`config.mk`:
```
export PLATFORM = sky130hd
export DESIGN_NAME = atv_regs
export DESIGN_NICKNAME = d
export VERILOG_FILES = /design/src/core/atv_pkg.sv /design/src/core/atv_regs.sv /design/src/core/atv_pix_delay.sv
export SDC_FILE = /design/constraint.sdc
export NUM_CORES = 1
export LEC_CHECK = 0
export BUFFER_PORTS_ARGS = -buffer_cell sky130_fd_sc_hd__buf_2
export CORE_ASPECT_RATIO = 0.8
export CORE_MARGIN = 10
export CORE_UTILIZATION = 50
export CTS_CLUSTER_SIZE = 8
export DETAILED_ROUTE_END_ITERATION = 16
export PLACE_DENSITY = 0.75
export SETUP_SLACK_MARGIN = 0.1
export SLEW_MARGIN = 20
export SYNTH_ARGS = -nofsm -noshare
export SYNTH_HDL_FRONTEND = slang
export SYNTH_SLANG_ARGS = --single-unit
```
`constraint.sdc`:
```
create_clock -name clock -period 5.7 [get_ports clock]
set_clock_uncertainty 0.1 [all_clocks]
set_input_delay 0.57 -clock clock [delete_from_list [all_inputs] [get_ports clock]]
set_output_delay 0.57 -clock clock [all_outputs]
set_load 0.02 [all_outputs]
```
`src/core/atv_pkg.sv`:
```
// Constants, field layouts and carrier types for the audio/stereo/port-pair registers.
// Operation
// - Sync polarity bit 3: 0 active-high sync, 1 active-low sync; resets to 1.
// - The active sync pulse marks the first sample word of the frame.
// - Polarity and data delay apply to both generated and accepted frames.
// - Data delay bit 2: 0 data at sync edge, 1 data one bit later.
// - Sync width bits 1-0, reset 2: 00 half frame, 01 one slot, 1x one bit.
// - Alternate-line mode flags overflow, bit 2, for lines of 4096 or more pixels.
// - Side-by-side or alternate-pixel modes flag overflow for 8192 or more pixels.
// - A stereo timing fault sets the line timing fault flag, bit 1.
// - All three stereo error flags are sticky and clear when status is read.
// - Alternate-line mode flags mismatch, bit 0, when odd and even lengths differ.
// - Side-by-side mode flags mismatch when length is not twice the half length; not checked while alternate-line mode is set.
// - Port 1 delay, bits 7-6, delays second port video by 0 to 3 clocks.
// - Port 0 delay, bits 5-4, delays first port video by 0 to 3 clocks.
// - Dual status bit 3 is set only with both ports active and skew measurable.
// - Skew sign bit 2 reads 0 when port 0 leads or ties, 1 otherwise.
// - Skew magnitude bits 1-0 report the measured port skew in pixel clocks.
// - Side-by-side stereo enable selects the side-by-side checking mode.
// - Two-port side-by-side takes left half from port 0, right from port 1.
package atv_pkg;

  localparam int PIX_W = 24;
  localparam int LEN_W = 14;

  localparam logic [7:0] OFF_AUDIO   = 8'h57;
  localparam logic [7:0] OFF_STS     = 8'h58;
  localparam logic [7:0] OFF_SKEW    = 8'h59;
  localparam logic [7:0] OFF_MODE    = 8'h60;
  localparam logic [7:0] OFF_HALF_LO = 8'h61;
  localparam logic [7:0] OFF_HALF_HI = 8'h62;
  localparam logic [7:0] OFF_IRQ_STS = 8'h63;
  localparam logic [7:0] OFF_IRQ_MSK = 8'h64;

  localparam int AUD_POL_BIT   = 3;
  localparam int AUD_DLY_BIT   = 2;
  localparam int AUD_WID_LSB   = 0;
  localparam int STS_OVF_BIT   = 2;
  localparam int STS_FLT_BIT   = 1;
  localparam int STS_MIS_BIT   = 0;
  localparam int SKW_D1_LSB    = 6;
  localparam int SKW_D0_LSB    = 4;
  localparam int SKW_OK_BIT    = 3;
  localparam int SKW_NEG_BIT   = 2;
  localparam int SKW_MAG_LSB   = 0;
  localparam int MODE_SBS_BIT  = 7;
  localparam int MODE_TWO_BIT  = 6;
  localparam int MODE_ALTL_BIT = 1;
  localparam int MODE_ALTP_BIT = 0;

  localparam logic [3:0] AUDIO_RST = 4'hA;
  localparam logic [LEN_W-1:0] OVF_ALTLINE = 14'h1000;
  localparam logic [LEN_W-1:0] OVF_WIDE    = 14'h2000;
  localparam logic [LEN_W-1:0] LEN_SAT     = 14'h3FFF;
  localparam logic [7:0] TDM_HALF_FRAME = 8'h80;
  localparam logic [7:0] TDM_SLOT_BITS  = 8'h20;
  localparam logic [1:0] SKEW_MAX = 2'h3;

  typedef struct packed {
    logic [7:0] addr;
    logic [7:0] wdata;
    logic       wr;
    logic       rd;
  } atv_bus_t;

  typedef struct packed {
    logic             valid;
    logic             lineStart;
    logic [PIX_W-1:0] data;
  } atv_pix_t;

  typedef struct packed {
    logic fs;
    logic wordStart;
  } atv_tdm_t;

  typedef enum logic [2:0] {
    SK_IDLE   = 3'b001,
    SK_P0LEAD = 3'b010,
    SK_P1LEAD = 3'b100
  } atv_skew_state_t;

  typedef struct packed {
    atv_pix_t [2:0] stage;
  } atv_dly_state_t;

  typedef struct packed {
    logic            syncPolaritySel;
    logic            dataDelaySel;
    logic [1:0]      syncPulseWidthSel;
    logic [2:0]      errFlags;
    logic [1:0]      port1InputDelay;
    logic [1:0]      port0InputDelay;
    logic            sideBySideStereoEn;
    logic            twoPortSideBySideEn;
    logic            altLineEn;
    logic            altPixelEn;
    logic [12:0]     imageHalfLineLength;
    logic [2:0]      irqSts;
    logic [2:0]      irqMsk;
    logic [7:0]      rdData;
    logic [7:0]      txCnt;
    atv_tdm_t        tx;
    logic            rxActPrev;
    logic            rxPend;
    logic            rxWord;
    logic [LEN_W-1:0] lineCnt;
    logic [LEN_W-1:0] prevLen;
    logic            oddLine;
    atv_skew_state_t skState;
    logic [1:0]      skCnt;
    logic [1:0]      skewMagnitude;
    logic            skewSign;
    logic            skInRange;
    logic [LEN_W-1:0] mergeCnt;
    atv_pix_t        merged;
  } atv_state_t;

endpackage

```
`src/core/atv_regs.sv`:
```
// Audio framing, stereo line checking and port-pair delay/skew register block.
`timescale 1ns/1ns
module atv_regs (
  input  wire logic              clock,
  input  wire logic              rst,
  input  wire atv_pkg::atv_bus_t bus,
  output logic [7:0]             rdData,
  output logic                   irq,
  input  wire logic              tdmBitEn,
  output atv_pkg::atv_tdm_t      tdmTx,
  input  wire logic              tdmRxFs,
  output logic                   tdmRxWordStart,
  input  wire logic              pixEn,
  input  wire logic              lineEnd,
  input  wire logic              timingFault,
  input  wire atv_pkg::atv_pix_t dsiPort0,
  input  wire atv_pkg::atv_pix_t dsiPort1,
  input  wire logic              dsiActive0,
  input  wire logic              dsiActive1,
  output atv_pkg::atv_pix_t      mergedPix
);
  import atv_pkg::*;

  atv_state_t st_ff;
  atv_state_t nxt_st;

  atv_pix_t   p0Dly;
  atv_pix_t   p1Dly;
  logic       stereoOn;
  logic       limitHit;
  logic       setOvf;
  logic       setFlt;
  logic       setMis;
  logic [2:0] setFlags;
  logic       readSts;
  logic       dualOk;
  logic       rxAct;
  logic [7:0] txNextCnt;

  atv_pix_delay u_dly0 (
    .clock    (clock),
    .rst      (rst),
    .delaySel (st_ff.port0InputDelay),
    .inPix    (dsiPort0),
    .outPix   (p0Dly)
  );

  atv_pix_delay u_dly1 (
    .clock    (clock),
    .rst      (rst),
    .delaySel (st_ff.port1InputDelay),
    .inPix    (dsiPort1),
    .outPix   (p1Dly)
  );

  // Sync is active for the selected width; frame is 8 slots of 32 bits.
  function automatic logic syncActive(input logic [1:0] widthSel,
                                      input logic [7:0] cnt);
    if (widthSel[1]) begin
      syncActive = (cnt == 8'h00);
    end else if (widthSel[0]) begin
      syncActive = (cnt < TDM_SLOT_BITS);
    end else begin
      syncActive = (cnt < TDM_HALF_FRAME);
    end
  endfunction

  function automatic logic [7:0] readMux(input atv_state_t s,
                                         input logic [7:0] a,
                                         input logic       ok);
    case (a)
      OFF_AUDIO:   readMux = {4'h0, s.syncPolaritySel, s.dataDelaySel,
                              s.syncPulseWidthSel};
      OFF_STS:     readMux = {5'h00, s.errFlags};
      OFF_SKEW:    readMux = {s.port1InputDelay, s.port0InputDelay, ok,
                              s.skewSign, s.skewMagnitude};
      OFF_MODE:    readMux = {s.sideBySideStereoEn, s.twoPortSideBySideEn,
                              4'h0, s.altLineEn, s.altPixelEn};
      OFF_HALF_LO: readMux = s.imageHalfLineLength[7:0];
      OFF_HALF_HI: readMux = {3'h0, s.imageHalfLineLength[12:8]};
      OFF_IRQ_STS: readMux = {5'h00, s.irqSts};
      OFF_IRQ_MSK: readMux = {5'h00, s.irqMsk};
      default:     readMux = 8'h00;
    endcase
  endfunction

  assign stereoOn = st_ff.altLineEn | st_ff.sideBySideStereoEn |
                    st_ff.altPixelEn;
  // Alternate-line buffering is half as deep, so its limit wins when set.
  assign limitHit = st_ff.altLineEn ? (st_ff.lineCnt >= OVF_ALTLINE) :
                    ((st_ff.sideBySideStereoEn | st_ff.altPixelEn) &&
                     (st_ff.lineCnt >= OVF_WIDE));
  assign setOvf = lineEnd && limitHit;
  assign setFlt = timingFault && stereoOn;
  assign setMis = lineEnd &&
                  ((st_ff.altLineEn && st_ff.oddLine &&
                    (st_ff.lineCnt != st_ff.prevLen)) ||
                   (st_ff.sideBySideStereoEn && !st_ff.altLineEn &&
                    (st_ff.lineCnt != {st_ff.imageHalfLineLength, 1'b0})));
  assign setFlags = {setOvf, setFlt, setMis};
  assign readSts = bus.rd && (bus.addr == OFF_STS);
  assign dualOk = dsiActive0 && dsiActive1 && st_ff.skInRange;
  assign rxAct = tdmRxFs ^ st_ff.syncPolaritySel;
  assign txNextCnt = st_ff.txCnt + 8'h01;

  always_comb begin
    nxt_st = st_ff;

    // Register writes; reserved bits are simply not stored.
    if (bus.wr) begin
      unique case (bus.addr)
        OFF_AUDIO: begin
          nxt_st.syncPolaritySel   = bus.wdata[AUD_POL_BIT];
          nxt_st.dataDelaySel      = bus.wdata[AUD_DLY_BIT];
          nxt_st.syncPulseWidthSel = bus.wdata[AUD_WID_LSB +: 2];
        end
        OFF_SKEW: begin
          nxt_st.port1InputDelay = bus.wdata[SKW_D1_LSB +: 2];
          nxt_st.port0InputDelay = bus.wdata[SKW_D0_LSB +: 2];
        end
        OFF_MODE: begin
          nxt_st.sideBySideStereoEn  = bus.wdata[MODE_SBS_BIT];
          nxt_st.twoPortSideBySideEn = bus.wdata[MODE_TWO_BIT];
          nxt_st.altLineEn           = bus.wdata[MODE_ALTL_BIT];
          nxt_st.altPixelEn          = bus.wdata[MODE_ALTP_BIT];
        end
        OFF_HALF_LO: nxt_st.imageHalfLineLength[7:0] = bus.wdata;
        OFF_HALF_HI: nxt_st.imageHalfLineLength[12:8] = bus.wdata[4:0];
        OFF_IRQ_MSK: nxt_st.irqMsk = bus.wdata[2:0];
        default: ;
      endcase
    end

    // Read data stand only in the cycle after the strobe.
    nxt_st.rdData = bus.rd ? readMux(st_ff, bus.addr, dualOk) : 8'h00;

    // A new error in the reading cycle survives the clear.
    nxt_st.errFlags = (readSts ? 3'h0 : st_ff.errFlags) | setFlags;

    // Interrupt status: write one to clear, hardware set wins.
    nxt_st.irqSts = ((bus.wr && (bus.addr == OFF_IRQ_STS)) ?
                     (st_ff.irqSts & ~bus.wdata[2:0]) : st_ff.irqSts) |
                    setFlags;

    // Generated frame: sync leads the first word by the data delay.
    if (tdmBitEn) begin
      nxt_st.txCnt = txNextCnt;
      nxt_st.tx.fs = syncActive(st_ff.syncPulseWidthSel, txNextCnt) ^
                     st_ff.syncPolaritySel;
      nxt_st.tx.wordStart = (txNextCnt == {7'h00, st_ff.dataDelaySel});
    end

    // Accepted frame: first word is at the active edge or one bit after.
    if (tdmBitEn) begin
      nxt_st.rxActPrev = rxAct;
      nxt_st.rxPend    = rxAct && !st_ff.rxActPrev;
      nxt_st.rxWord    = st_ff.dataDelaySel ? st_ff.rxPend :
                         (rxAct && !st_ff.rxActPrev);
    end

    // Line length accounting; lineEnd follows the last pixel of a line.
    if (lineEnd) begin
      nxt_st.lineCnt = '0;
      if (st_ff.altLineEn) begin
        nxt_st.prevLen = st_ff.lineCnt;
        nxt_st.oddLine = !st_ff.oddLine;
      end else begin
        nxt_st.oddLine = 1'b0;
      end
    end else if (pixEn && (st_ff.lineCnt != LEN_SAT)) begin
      nxt_st.lineCnt = st_ff.lineCnt + 14'h0001;
    end

    // Skew measurement between raw line starts on the two ports.
    unique case (st_ff.skState)
      SK_IDLE: begin
        if (dsiPort0.lineStart && dsiPort1.lineStart) begin
          nxt_st.skewMagnitude = 2'h0;
          nxt_st.skewSign      = 1'b0;
          nxt_st.skInRange     = 1'b1;
        end else if (dsiPort0.lineStart) begin
          nxt_st.skState = SK_P0LEAD;
          nxt_st.skCnt   = 2'h1;
        end else if (dsiPort1.lineStart) begin
          nxt_st.skState = SK_P1LEAD;
          nxt_st.skCnt   = 2'h1;
        end
      end
      SK_P0LEAD, SK_P1LEAD: begin
        if ((st_ff.skState == SK_P0LEAD) ? dsiPort1.lineStart :
            dsiPort0.lineStart) begin
          nxt_st.skewMagnitude = st_ff.skCnt;
          nxt_st.skewSign      = (st_ff.skState == SK_P1LEAD);
          nxt_st.skInRange     = 1'b1;
          nxt_st.skState       = SK_IDLE;
        end else if (st_ff.skCnt == SKEW_MAX) begin
          // Beyond three clocks the skew cannot be represented.
          nxt_st.skInRange = 1'b0;
          nxt_st.skState   = SK_IDLE;
        end else begin
          nxt_st.skCnt = st_ff.skCnt + 2'h1;
        end
      end
      default: nxt_st.skState = SK_IDLE;
    endcase

    // Merge of the delayed ports into one registered pixel stream.
    if (st_ff.twoPortSideBySideEn) begin
      if (p0Dly.valid && p0Dly.lineStart) begin
        nxt_st.mergeCnt = 14'h0001;
        nxt_st.merged   = p0Dly;
      end else if (p0Dly.valid && (st_ff.mergeCnt <
                   {1'b0, st_ff.imageHalfLineLength})) begin
        nxt_st.mergeCnt = st_ff.mergeCnt + 14'h0001;
        nxt_st.merged   = p0Dly;
      end else if (p1Dly.valid) begin
        nxt_st.merged           = p1Dly;
        nxt_st.merged.lineStart = 1'b0;
      end else begin
        nxt_st.merged = '0;
      end
    end else begin
      nxt_st.merged = p0Dly;
    end
  end

  always_ff @(posedge clock) begin
    if (rst) begin
      st_ff                   <= '0;
      st_ff.syncPolaritySel   <= AUDIO_RST[AUD_POL_BIT];
      st_ff.dataDelaySel      <= AUDIO_RST[AUD_DLY_BIT];
      st_ff.syncPulseWidthSel <= AUDIO_RST[AUD_WID_LSB +: 2];
      st_ff.skState           <= SK_IDLE;
    end else begin
      st_ff <= nxt_st;
    end
  end

  assign rdData         = st_ff.rdData;
  assign irq            = |(st_ff.irqSts & st_ff.irqMsk);
  assign tdmTx          = st_ff.tx;
  assign tdmRxWordStart = st_ff.rxWord;
  assign mergedPix      = st_ff.merged;
endmodule // atv_regs

```
`src/core/atv_pix_delay.sv`:
```
// Programmable 0..3 pixel-clock delay for one video port.
`timescale 1ns/1ns
module atv_pix_delay (
  input  wire logic              clock,
  input  wire logic              rst,
  input  wire logic [1:0]        delaySel,
  input  wire atv_pkg::atv_pix_t inPix,
  output atv_pkg::atv_pix_t      outPix
);
  import atv_pkg::*;

  atv_dly_state_t st_ff;
  atv_dly_state_t nxt_st;

  always_comb begin
    nxt_st = st_ff;
    nxt_st.stage[0] = inPix;
    nxt_st.stage[1] = st_ff.stage[0];
    nxt_st.stage[2] = st_ff.stage[1];
  end

  always_ff @(posedge clock) begin
    if (rst) begin
      st_ff <= '0;
    end else begin
      st_ff <= nxt_st;
    end
  end

  // A zero setting passes the port straight through; the merge stage registers it.
  always_comb begin
    unique case (delaySel)
      2'h0: outPix = inPix;
      2'h1: outPix = st_ff.stage[0];
      2'h2: outPix = st_ff.stage[1];
      2'h3: outPix = st_ff.stage[2];
    endcase
  end

endmodule // atv_pix_delay

```
### Word level (Yosys, flattened, before mapping)

Cells that the tools add are included.

* output and inout bits: 38
* bits in registers: 289
* bits of input ports: 79

* magnitude comparators: 5
* mux-type cells: 30
* bitwise gates (word level): 11
* add/sub/neg operators: 4
* equality and inequality tests: 29
* reduce and logical (&&, ||, !) cells: 42

Operators by type and width (count)
* 26-bit case mux with 4 select lines: 2
* 26-bit two-way mux: 3
* 8-bit by 7-bit == test with 1-bit output (second input constant): 8
* 8-bit case mux with 8 select lines: 1
* 40-bit two-way mux: 1
* 14-bit by 1-bit adder with 14-bit output (second input constant): 2
* 14-bit inequality test: 2
* 1-bit logical AND: 17
* 2-bit AND reduction: 8
* 3-bit two-way mux: 5
* 5-bit two-way mux: 3
* 14-bit by 13-bit >= comparator with 1-bit output (second input constant): 1
* 14-bit >= comparator (second input constant): 1
* 14-bit by 13-bit less-than comparator with 1-bit output: 1
* 14-bit two-way mux: 1
* 14-bit inequality test (second input constant): 1
* 6-bit case mux with 2 select lines: 1
* 2-bit == test (second input constant): 5
* 2-bit inequality test (second input constant): 5
* 1-bit two-way mux: 9
* 3-bit AND reduction: 3
* 8-bit by 1-bit adder with 8-bit output (second input constant): 1
* 8-bit by 1-bit == test with 1-bit output: 1
* 8-bit zero test: 1
* other kinds (24): 38

### Logic depth before layout (Yosys ltp)

Gate-level depths: netlist of the first run.

* depth after elaboration: 6
* depth in mapped cells: 9
* gate-level depth less buffers: 8

### Hierarchy

Synthesis of the first run repeated with hierarchy kept, for this count alone.

* cells, all modules: 1238
* area, all modules: 12500.7 µm²

By module, submodules not included
* atv_regs: instances 1, cells an instance 846, area each 6957.9 µm²
* atv_pix_delay: instances 2, cells an instance 196, area each 2771.4 µm²

### Least setup slack after synthesis of the first run

No wires, ideal clock.

* kind: register to register
* from: register st_ff[116] (netlist name)
* to: register st_ff[36] (netlist name)
* path buffers: 1
* stages on the path, launching flop included: 10
* library setup time: 72 ps
* path slack: 3468 ps
* data arrival time: 2060 ps
* period minus slack after synthesis: 2232 ps
* required time: 5528 ps
* cells stage by stage: dfxtp_1 -> inv_1 -> ha_1 -> a21o_1 -> a211oi_1 -> nand2_2 -> a211o_4 -> buf_6 -> a211oi_2 -> mux2i_1

* longest elaborated chain between the ends: 4

Ends and longest elaborated chain
* from (decl): line atv_regs.sv:24 `atv_state_t st_ff;`
* from (signal assigned): line atv_regs.sv:235 `st_ff <= nxt_st;`
* 14-bit by 13-bit less-than comparator with 1-bit output: line atv_regs.sv:212 `end else if (p0Dly.valid && (st_ff.mergeCnt <`
* 1-bit logical AND: line atv_regs.sv:212
* 2-bit nonzero test (no source line)
* 2-bit AND reduction (no source line)

No other way between the ends.
A chain may end at the register's enable or synchronous reset.

### Final worst setup path of the first run

* from: register st_ff[122] (netlist name)
* to: register st_ff, in the netlist mergedPix[23]

* longest elaborated chain between the ends: 6

Ends and longest elaborated chain
* 2-bit == test (tied with other cells): line atv_pix_delay.sv:32 `unique case (delaySel)`
* 26-bit case mux with 4 select lines (*): line atv_pix_delay.sv:32
* 1-bit logical AND: line atv_regs.sv:212
* 26-bit two-way mux: line atv_regs.sv:212
* 40-bit two-way mux: line atv_regs.sv:209 `if (p0Dly.valid && p0Dly.lineStart) begin`
* 26-bit two-way mux (*): line atv_regs.sv:208 `if (st_ff.twoPortSideBySideEn) begin`

Mark *: on every way between the ends. The rest lies on a longest branch, timed or not.

==> flow_summary.ini, run 1 <==
[synth]
ys_ff_latch = 286
yosysUniqueCellTypes = 73
synth_edf_count = 0
synth-seq-area-share = 0.466
async_reset_ff_frac = 0
syn_area_um2 = 12300
synth_top_family_by_area = simple AND/OR/NAND/NOR gates
synth_xor_area_frac = 0.0356
syn_area_per_cell_um2 = 10.0
synth-compound-area-share = 0.0985
synthAdderAreaFrac = 0.0183
yosysWarnings = 0
syn_nets = 1323
synth_flop_cell = dfxtp_1
synth_simple_gate_area_share = 0.196
synthMuxAreaShare = 0.110
syn_inst = 1226

[detailed_routing]
top_layer_used = met5
wl_met3_um = 2110
via_count = 8722
dr_wl_met2_um = 12900
viasPerCell = 5.48
totalWireLength_um = 28400
drtAntennaViolNets = 0
first_iter_violations = 689
wl_met1_um = 12700
wire_per_inst_um = 17.8
drt_pass1_iterations = 5
drcViolationCount = 0

[clock_network]
htreeDepth = 2
clk_pin_slew_ns = 0.05
cts_tree = yes
hold_buffers = 0
cts_sinks = 286
clk_latency_ns = 0.51
clock_tree.root_cell = clkbuf_16
cts_buffer_depth = 3
numCtsBuffers = 41
ctsResizeCount = 0
postCtsSetupBuffers = 0

[timing]
max_slew_margin = 0.347
slew_viol_final = 0
finalSetupViolCount = 0
grt_setup_unrepaired = no
finalSetupTns_ns = 0
layout_min_cycle_time_ns = 2.90
timing.fmax_ghz = 0.345
period_share = 0.508
worstMarginPinSlew_ns = 0.976
finalHoldViolations = 0

[layout]
fin_nets = 1370
multiInputGateArea_um2 = 5640
instances_no_fill = 1593
fillers = 2046
areaGrowthSynthToFinish_pct = 11.7
register_area_um2 = 5730
layout-drive-gt1-share = 0.206

[critical_path]
startpoint_type = register
crit_path_end_kind = register
reg2reg_slack_ns = 2.80
cp_max_fo = 27
worstRegToRegCells = 6
cp.required_ns = 5.95
reg2reg_from = st_ff[122]
r2r-end = mergedPix[23]
worstSetupPathType = reg -> reg
arrival_ns = 3.14

[global_route]
grt_pass1_vias = 8592
track_usage = 0.177
antenna_found_initial = 6
overflow = 0
grt_max_degree = 122
grt_pass1_wl_um = 46200

[floorplanning]
std_cell_rows = 51
die-area_um2 = 31300
initial_core_util = 0.507
design.core.area_um2 = 24200
ios = 117
die_y_um = 160
fp.dieW_um = 195

[hold_path]
min_path_type = in -> reg
min_path_cells = 2
hp-start = dsiPort0[10]
min_to = u_dly0.nxt_st[36]

[placed_design]
place_congestion = 0.860
port_buffers = 116
place_inst = 1548
dpl.hpwl_um = 19200

[run]
max_cap_viol_count = 0

[pwr]
power.total_mw = 4.41
powerDensity_nw_per_um2 = 321
irDropWorstVdd_mv = 0.207
power.leakage_nw = 5.33

[status]
status = complete, no violations
state kept, by name, summed over array words and instances (netlist names):
signal and count:
tdmRxWordStart 1, u_dly0.nxt_st 52, st_ff 96, u_dly0.st_ff 26, u_dly1.nxt_st 50, rdData 8
u_dly1.st_ff 25, tdmTx 2, mergedPix 26
power by group:
group / internal [mW] / switching (mW)
sequential: 2.07 / 0.0331
clock: 1.27 / 0.798
combinational: 0.106 / 0.134
total: 3.44 / 0.965
kinds of logic (layout without fill, tap and decap cells):
logic type / Yosys count / in the layout
XOR/XNOR: 50 / 50
other: 0 / 1
AND/OR/NAND/NOR: 443 / 443
AO/OA/AOI/OAI: 168 / 168
multiplexers: 68 / 68
adder cells (fa/ha/maj): 18 / 18
flip-flops: 286 / 286
buffers and inverters: 193 / 241
cells in the final DEF (no fill, tap or decap), drive strengths merged, types with 5 or more instances in the layout:
cell / n
inv: 79
nand2: 119
nor2: 38
nor2b: 155
nand3b: 7
nand2b: 15
mux4: 53
mux2i: 11
xor2: 21
a21oi: 82
and3: 9
buf: 120
o22ai: 26
o21ai: 14
nand4: 17
a211oi: 6
a22oi: 5
xnor2: 29
nand3: 42
ha: 18
nor4: 7
dfxtp: 286
nor3: 13
clkbuf: 42
synthesized netlist by cell type (all sizes together), types with 4 or more instances:
master	n	area, um^2
nand2b	15	93.8
nor2b	155	970
or3	4	25.0
mux4	53	1190
xor2	21	184
nor2	38	143
a211oi	6	62.6
a22o	4	35.0
a22oi	5	37.5
nand4	17	106
inv	77	289
o22ai	26	288
nor3	13	80.1
dfxtp	286	5730
nand3	42	210
nand3b	7	52.6
ha	18	225
nor4	7	56.3
and3	9	56.3
o21ai	14	81.3
and4	4	35.0
buf	60	435
mux2i	11	110
clkbuf	56	210
a21oi	82	414
mux2	4	45.0
xnor2	29	254
nand2	119	459
a222oi	4	40.0
final cells by class:
cell class | instances | area share
Clock inverter | 2 | 0.00128
Sequential cell | 286 | 0.417
Tap cell | 318 | 0.0290
Multi-Input combinational cell | 747 | 0.410
Clock buffer | 42 | 0.0757
Inverter | 77 | 0.0210
Timing Repair Buffer | 120 | 0.0452
Antenna cell | 1 | 0.000182
worst max path at each step:
stage               start       endpoint  slack, ns
6_report       st_ff[122]  mergedPix[23]       2.80
5_1_grt        st_ff[122]  mergedPix[23]       2.58
4_1_cts        st_ff[122]  mergedPix[23]       2.73
3_5_place_dp   st_ff[122]  mergedPix[23]       2.76
3_3_place_gp   st_ff[122]  mergedPix[22]       2.85
2_1_floorplan  st_ff[116]      st_ff[36]       3.47
routing by layer:
metal | vias to the layer above | global-route usage
met5 | - | 0
li1 | 4208 | -
met3 | 53 | 0.0418
met4 | 10 | 0.0530
met2 | 290 | 0.271
met1 | 4161 | 0.244
critical path, stage by stage, from the launching register on:
cell and delay [ns]:
dfxtp_2 0.33, buf_4 0.47, mux4_2 0.44, nand2_2 0.26
nand2_4 0.12, o21ai_4 0.77, o22ai_1 0.22
metrics by stage:
step	setup slack (ns)	instance area (um^2)	utilization	hold slack (ns)
3_5_place_dp	2.76	12700	0.522	0.347
6_report	2.80	13700	0.566	0.189
4_1_cts	2.73	13700	0.566	0.178
3_3_place_gp	2.85	12700	0.522	0.338
5_1_grt	2.58	13700	0.566	0.192
2_1_floorplan	3.47	12300	-	0.328
No activity file was read; power rests on OpenSTA's default activity.
==> run 2, diff against run 1 <==
Settings changed: PLACE_DENSITY 0.75 to 0.78.
Clock period 5.7 ns to 2.42 ns, I/O delays scaled along.
==> run 2 against run 1 <==
Net effect:
- power rose by 140%
- flip-flop and latch count did not move
- maximum frequency grew 26%
- die area stayed put
- global-route usage increased by 2.6 points
- register-to-register slack got worse by 2.7 ns
==> flow_summary.ini, run 2 (synthesized netlist as in run 1, its figures left out) <==
[status]
status = complete, no violations

[run]
max_cap_viol_count = 0

[critical_path]
arrival_ns = 2.64
crit_path_frequent_cell = a21oi_2
worstSetupPathType = reg -> reg
cp_max_fo = 5
critPathMaxStageDelay_ns = 0.36
crit_path_end_kind = register
crit_path_cell_trace = inv_1 > ha_4 > a21o_1 > a21oi_2 > a21oi_2 > buf_4 > a211o_4 > a2111oi_4 > mux2i_1
crit_path_start = st_ff[113]
r2r-end = st_ff[38]
reg2reg_from = st_ff[113]
worstRegToRegCells = 9
cp.required_ns = 2.75
startpoint_type = register
crit_slowest_cell = a211o_4
reg2reg_slack_ns = 0.11

[layout]
post-route-util = 0.624
layout-drive-gt1-share = 0.242
largest_register = st_ff
largest_reg_flops = 96
insertedDiodeCount = 0
areaGrowthSynthToFinish_pct = 23.1
layout_common_cells = dfxtp_1, nor2b_1, nand2_1, buf_2, a21oi_1
final_common_cell = dfxtp_1
fin_nets = 1494

[detailed_routing]
drcViolationCount = 0
drtAntennaViolNets = 0
drt_pass1_iterations = 5
viasPerCell = 5.56
wire_per_inst_um = 19.2
first_iter_violations = 966
totalWireLength_um = 33000
via_count = 9541

[pwr]
irDropWorstVdd_mv = 0.462
switching_share = 0.222
intPower_mw = 8.34
p_clk_frac = 0.472
power_frac_comb = 0.066
power.leakage_nw = 6.01
power.total_mw = 10.7
p_seq_frac = 0.461
powerDensity_nw_per_um2 = 708
switchingPower_mw = 2.38

[floorplanning]
fp.dieW_um = 195
die_y_um = 160
initial_core_util = 0.507
design.core.area_um2 = 24200
die-area_um2 = 31300
std_cell_rows = 51
ios = 117

[timing]
layout_min_cycle_time_ns = 2.31
timing.fmax_ghz = 0.434
worstMarginPinSlew_ns = 0.883
grt_setup_unrepaired = yes
finalSetupViolCount = 0
slew_viol_final = 0
finalHoldViolations = 0
finalSetupTns_ns = 0
max_slew_margin = 0.411
period_share = 0.953

[global_route]
grtUsageMet2 = 0.327
grtUsageMet3 = 0.0471
overflow = 0
grt_pass1_wl_um = 52400
track_usage = 0.203
antenna_found_initial = 0
grt_max_degree = 88
grtUsageMet1 = 0.269
grt_pass1_vias = 9714
grt_busiest_layer = met2

[clock_network]
cts_tree = yes
clk_pin_slew_ns = 0.05
cts_buffer_depth = 3
cts_sinks = 286
clock_tree.root_cell = clkbuf_16
numCtsBuffers = 41
clk_latency_ns = 0.52
htreeDepth = 2

[hold_path]
min_path_cells = 2
min_to = st_ff[80]
min_path_type = in -> reg
hp-start = tdmBitEn

[placed_design]
dpl.hpwl_um = 20500
port_buffers = 116
place_congestion = 0.935
## run 2: cell count changes in the layout (fill, tap and decap cells not counted), sizes merged
cell         change
dlygate4sd3     +69
buf             +52
clkbuf           +3
a211o            +1
diode            -1
inv              -1
o21ai            +1
## run 2: per-stage QoR
step	instance area (um^2)	hold slack, ns	instances	setup WS, ns
after floorplan	12300	0.270	1226	0.188
after global placement	13000	0.336	1590	-0.121
after detailed placement	13000	0.346	1590	-0.171
after CTS	14900	0.00500	1714	0.104
after global routing	15100	0.0468	1717	0.0421
final	15100	0.0196	1717	0.115
## run 2: how the worst max path moves through the flow
stage,to,cells past startpoint
global placement,mergedPix[23],8
finish,st_ff[38],9
floorplan,st_ff[36],9
detailed placement,mergedPix[23],6
global route,st_ff[28],8
CTS,st_ff[34],10
## run 2: area by class of cell
type | instances | area, um^2
tap | 318 | 398
sequential | 286 | 5730
clock buffer | 44 | 1090
inverter | 77 | 289
clock inverter | 1 | 8.76
timing repair buffer | 242 | 1820
multi-input combinational | 749 | 5800
fill | 1823 | 9110
## run 2: worst max-delay path, delay by kind of cell, from the launching register on
kind,cells,cell delay (ns)
compound gates,5,1.11
flops,1,0.32
fa+ha+maj,1,0.22
mux,1,0.24
buf+inv,2,0.23
## run 2: routing by layer
layer / part of all wire / up-vias
met5: 0 / -
met4: 0.016 / 0
met3: 0.075 / 54
met2: 0.47 / 373
met1: 0.44 / 4650
li1: - / 4464
## run 2: power by group through the flow
stage	Combinational, mW	Sequential, mW	Clock, mW
final	0.713	4.95	5.06
after global routing	0.767	4.95	5.33
after CTS	0.690	4.94	5.11
after detailed placement	0.576	5.03	0
after global placement	0.557	5.03	0
after floorplan	0.433	5.00	0
## run 2: what timing repair did
item | in CTS | in global routing
setup buffers | 8 | 2
hold buffers | 69 | 0
resized for setup | 4 | 31
hold endpoints to repair | 94 | 0
pin swaps | 8 | 12
endpoints found under the setup margin | 33 | 38
cloned | 2 | 1
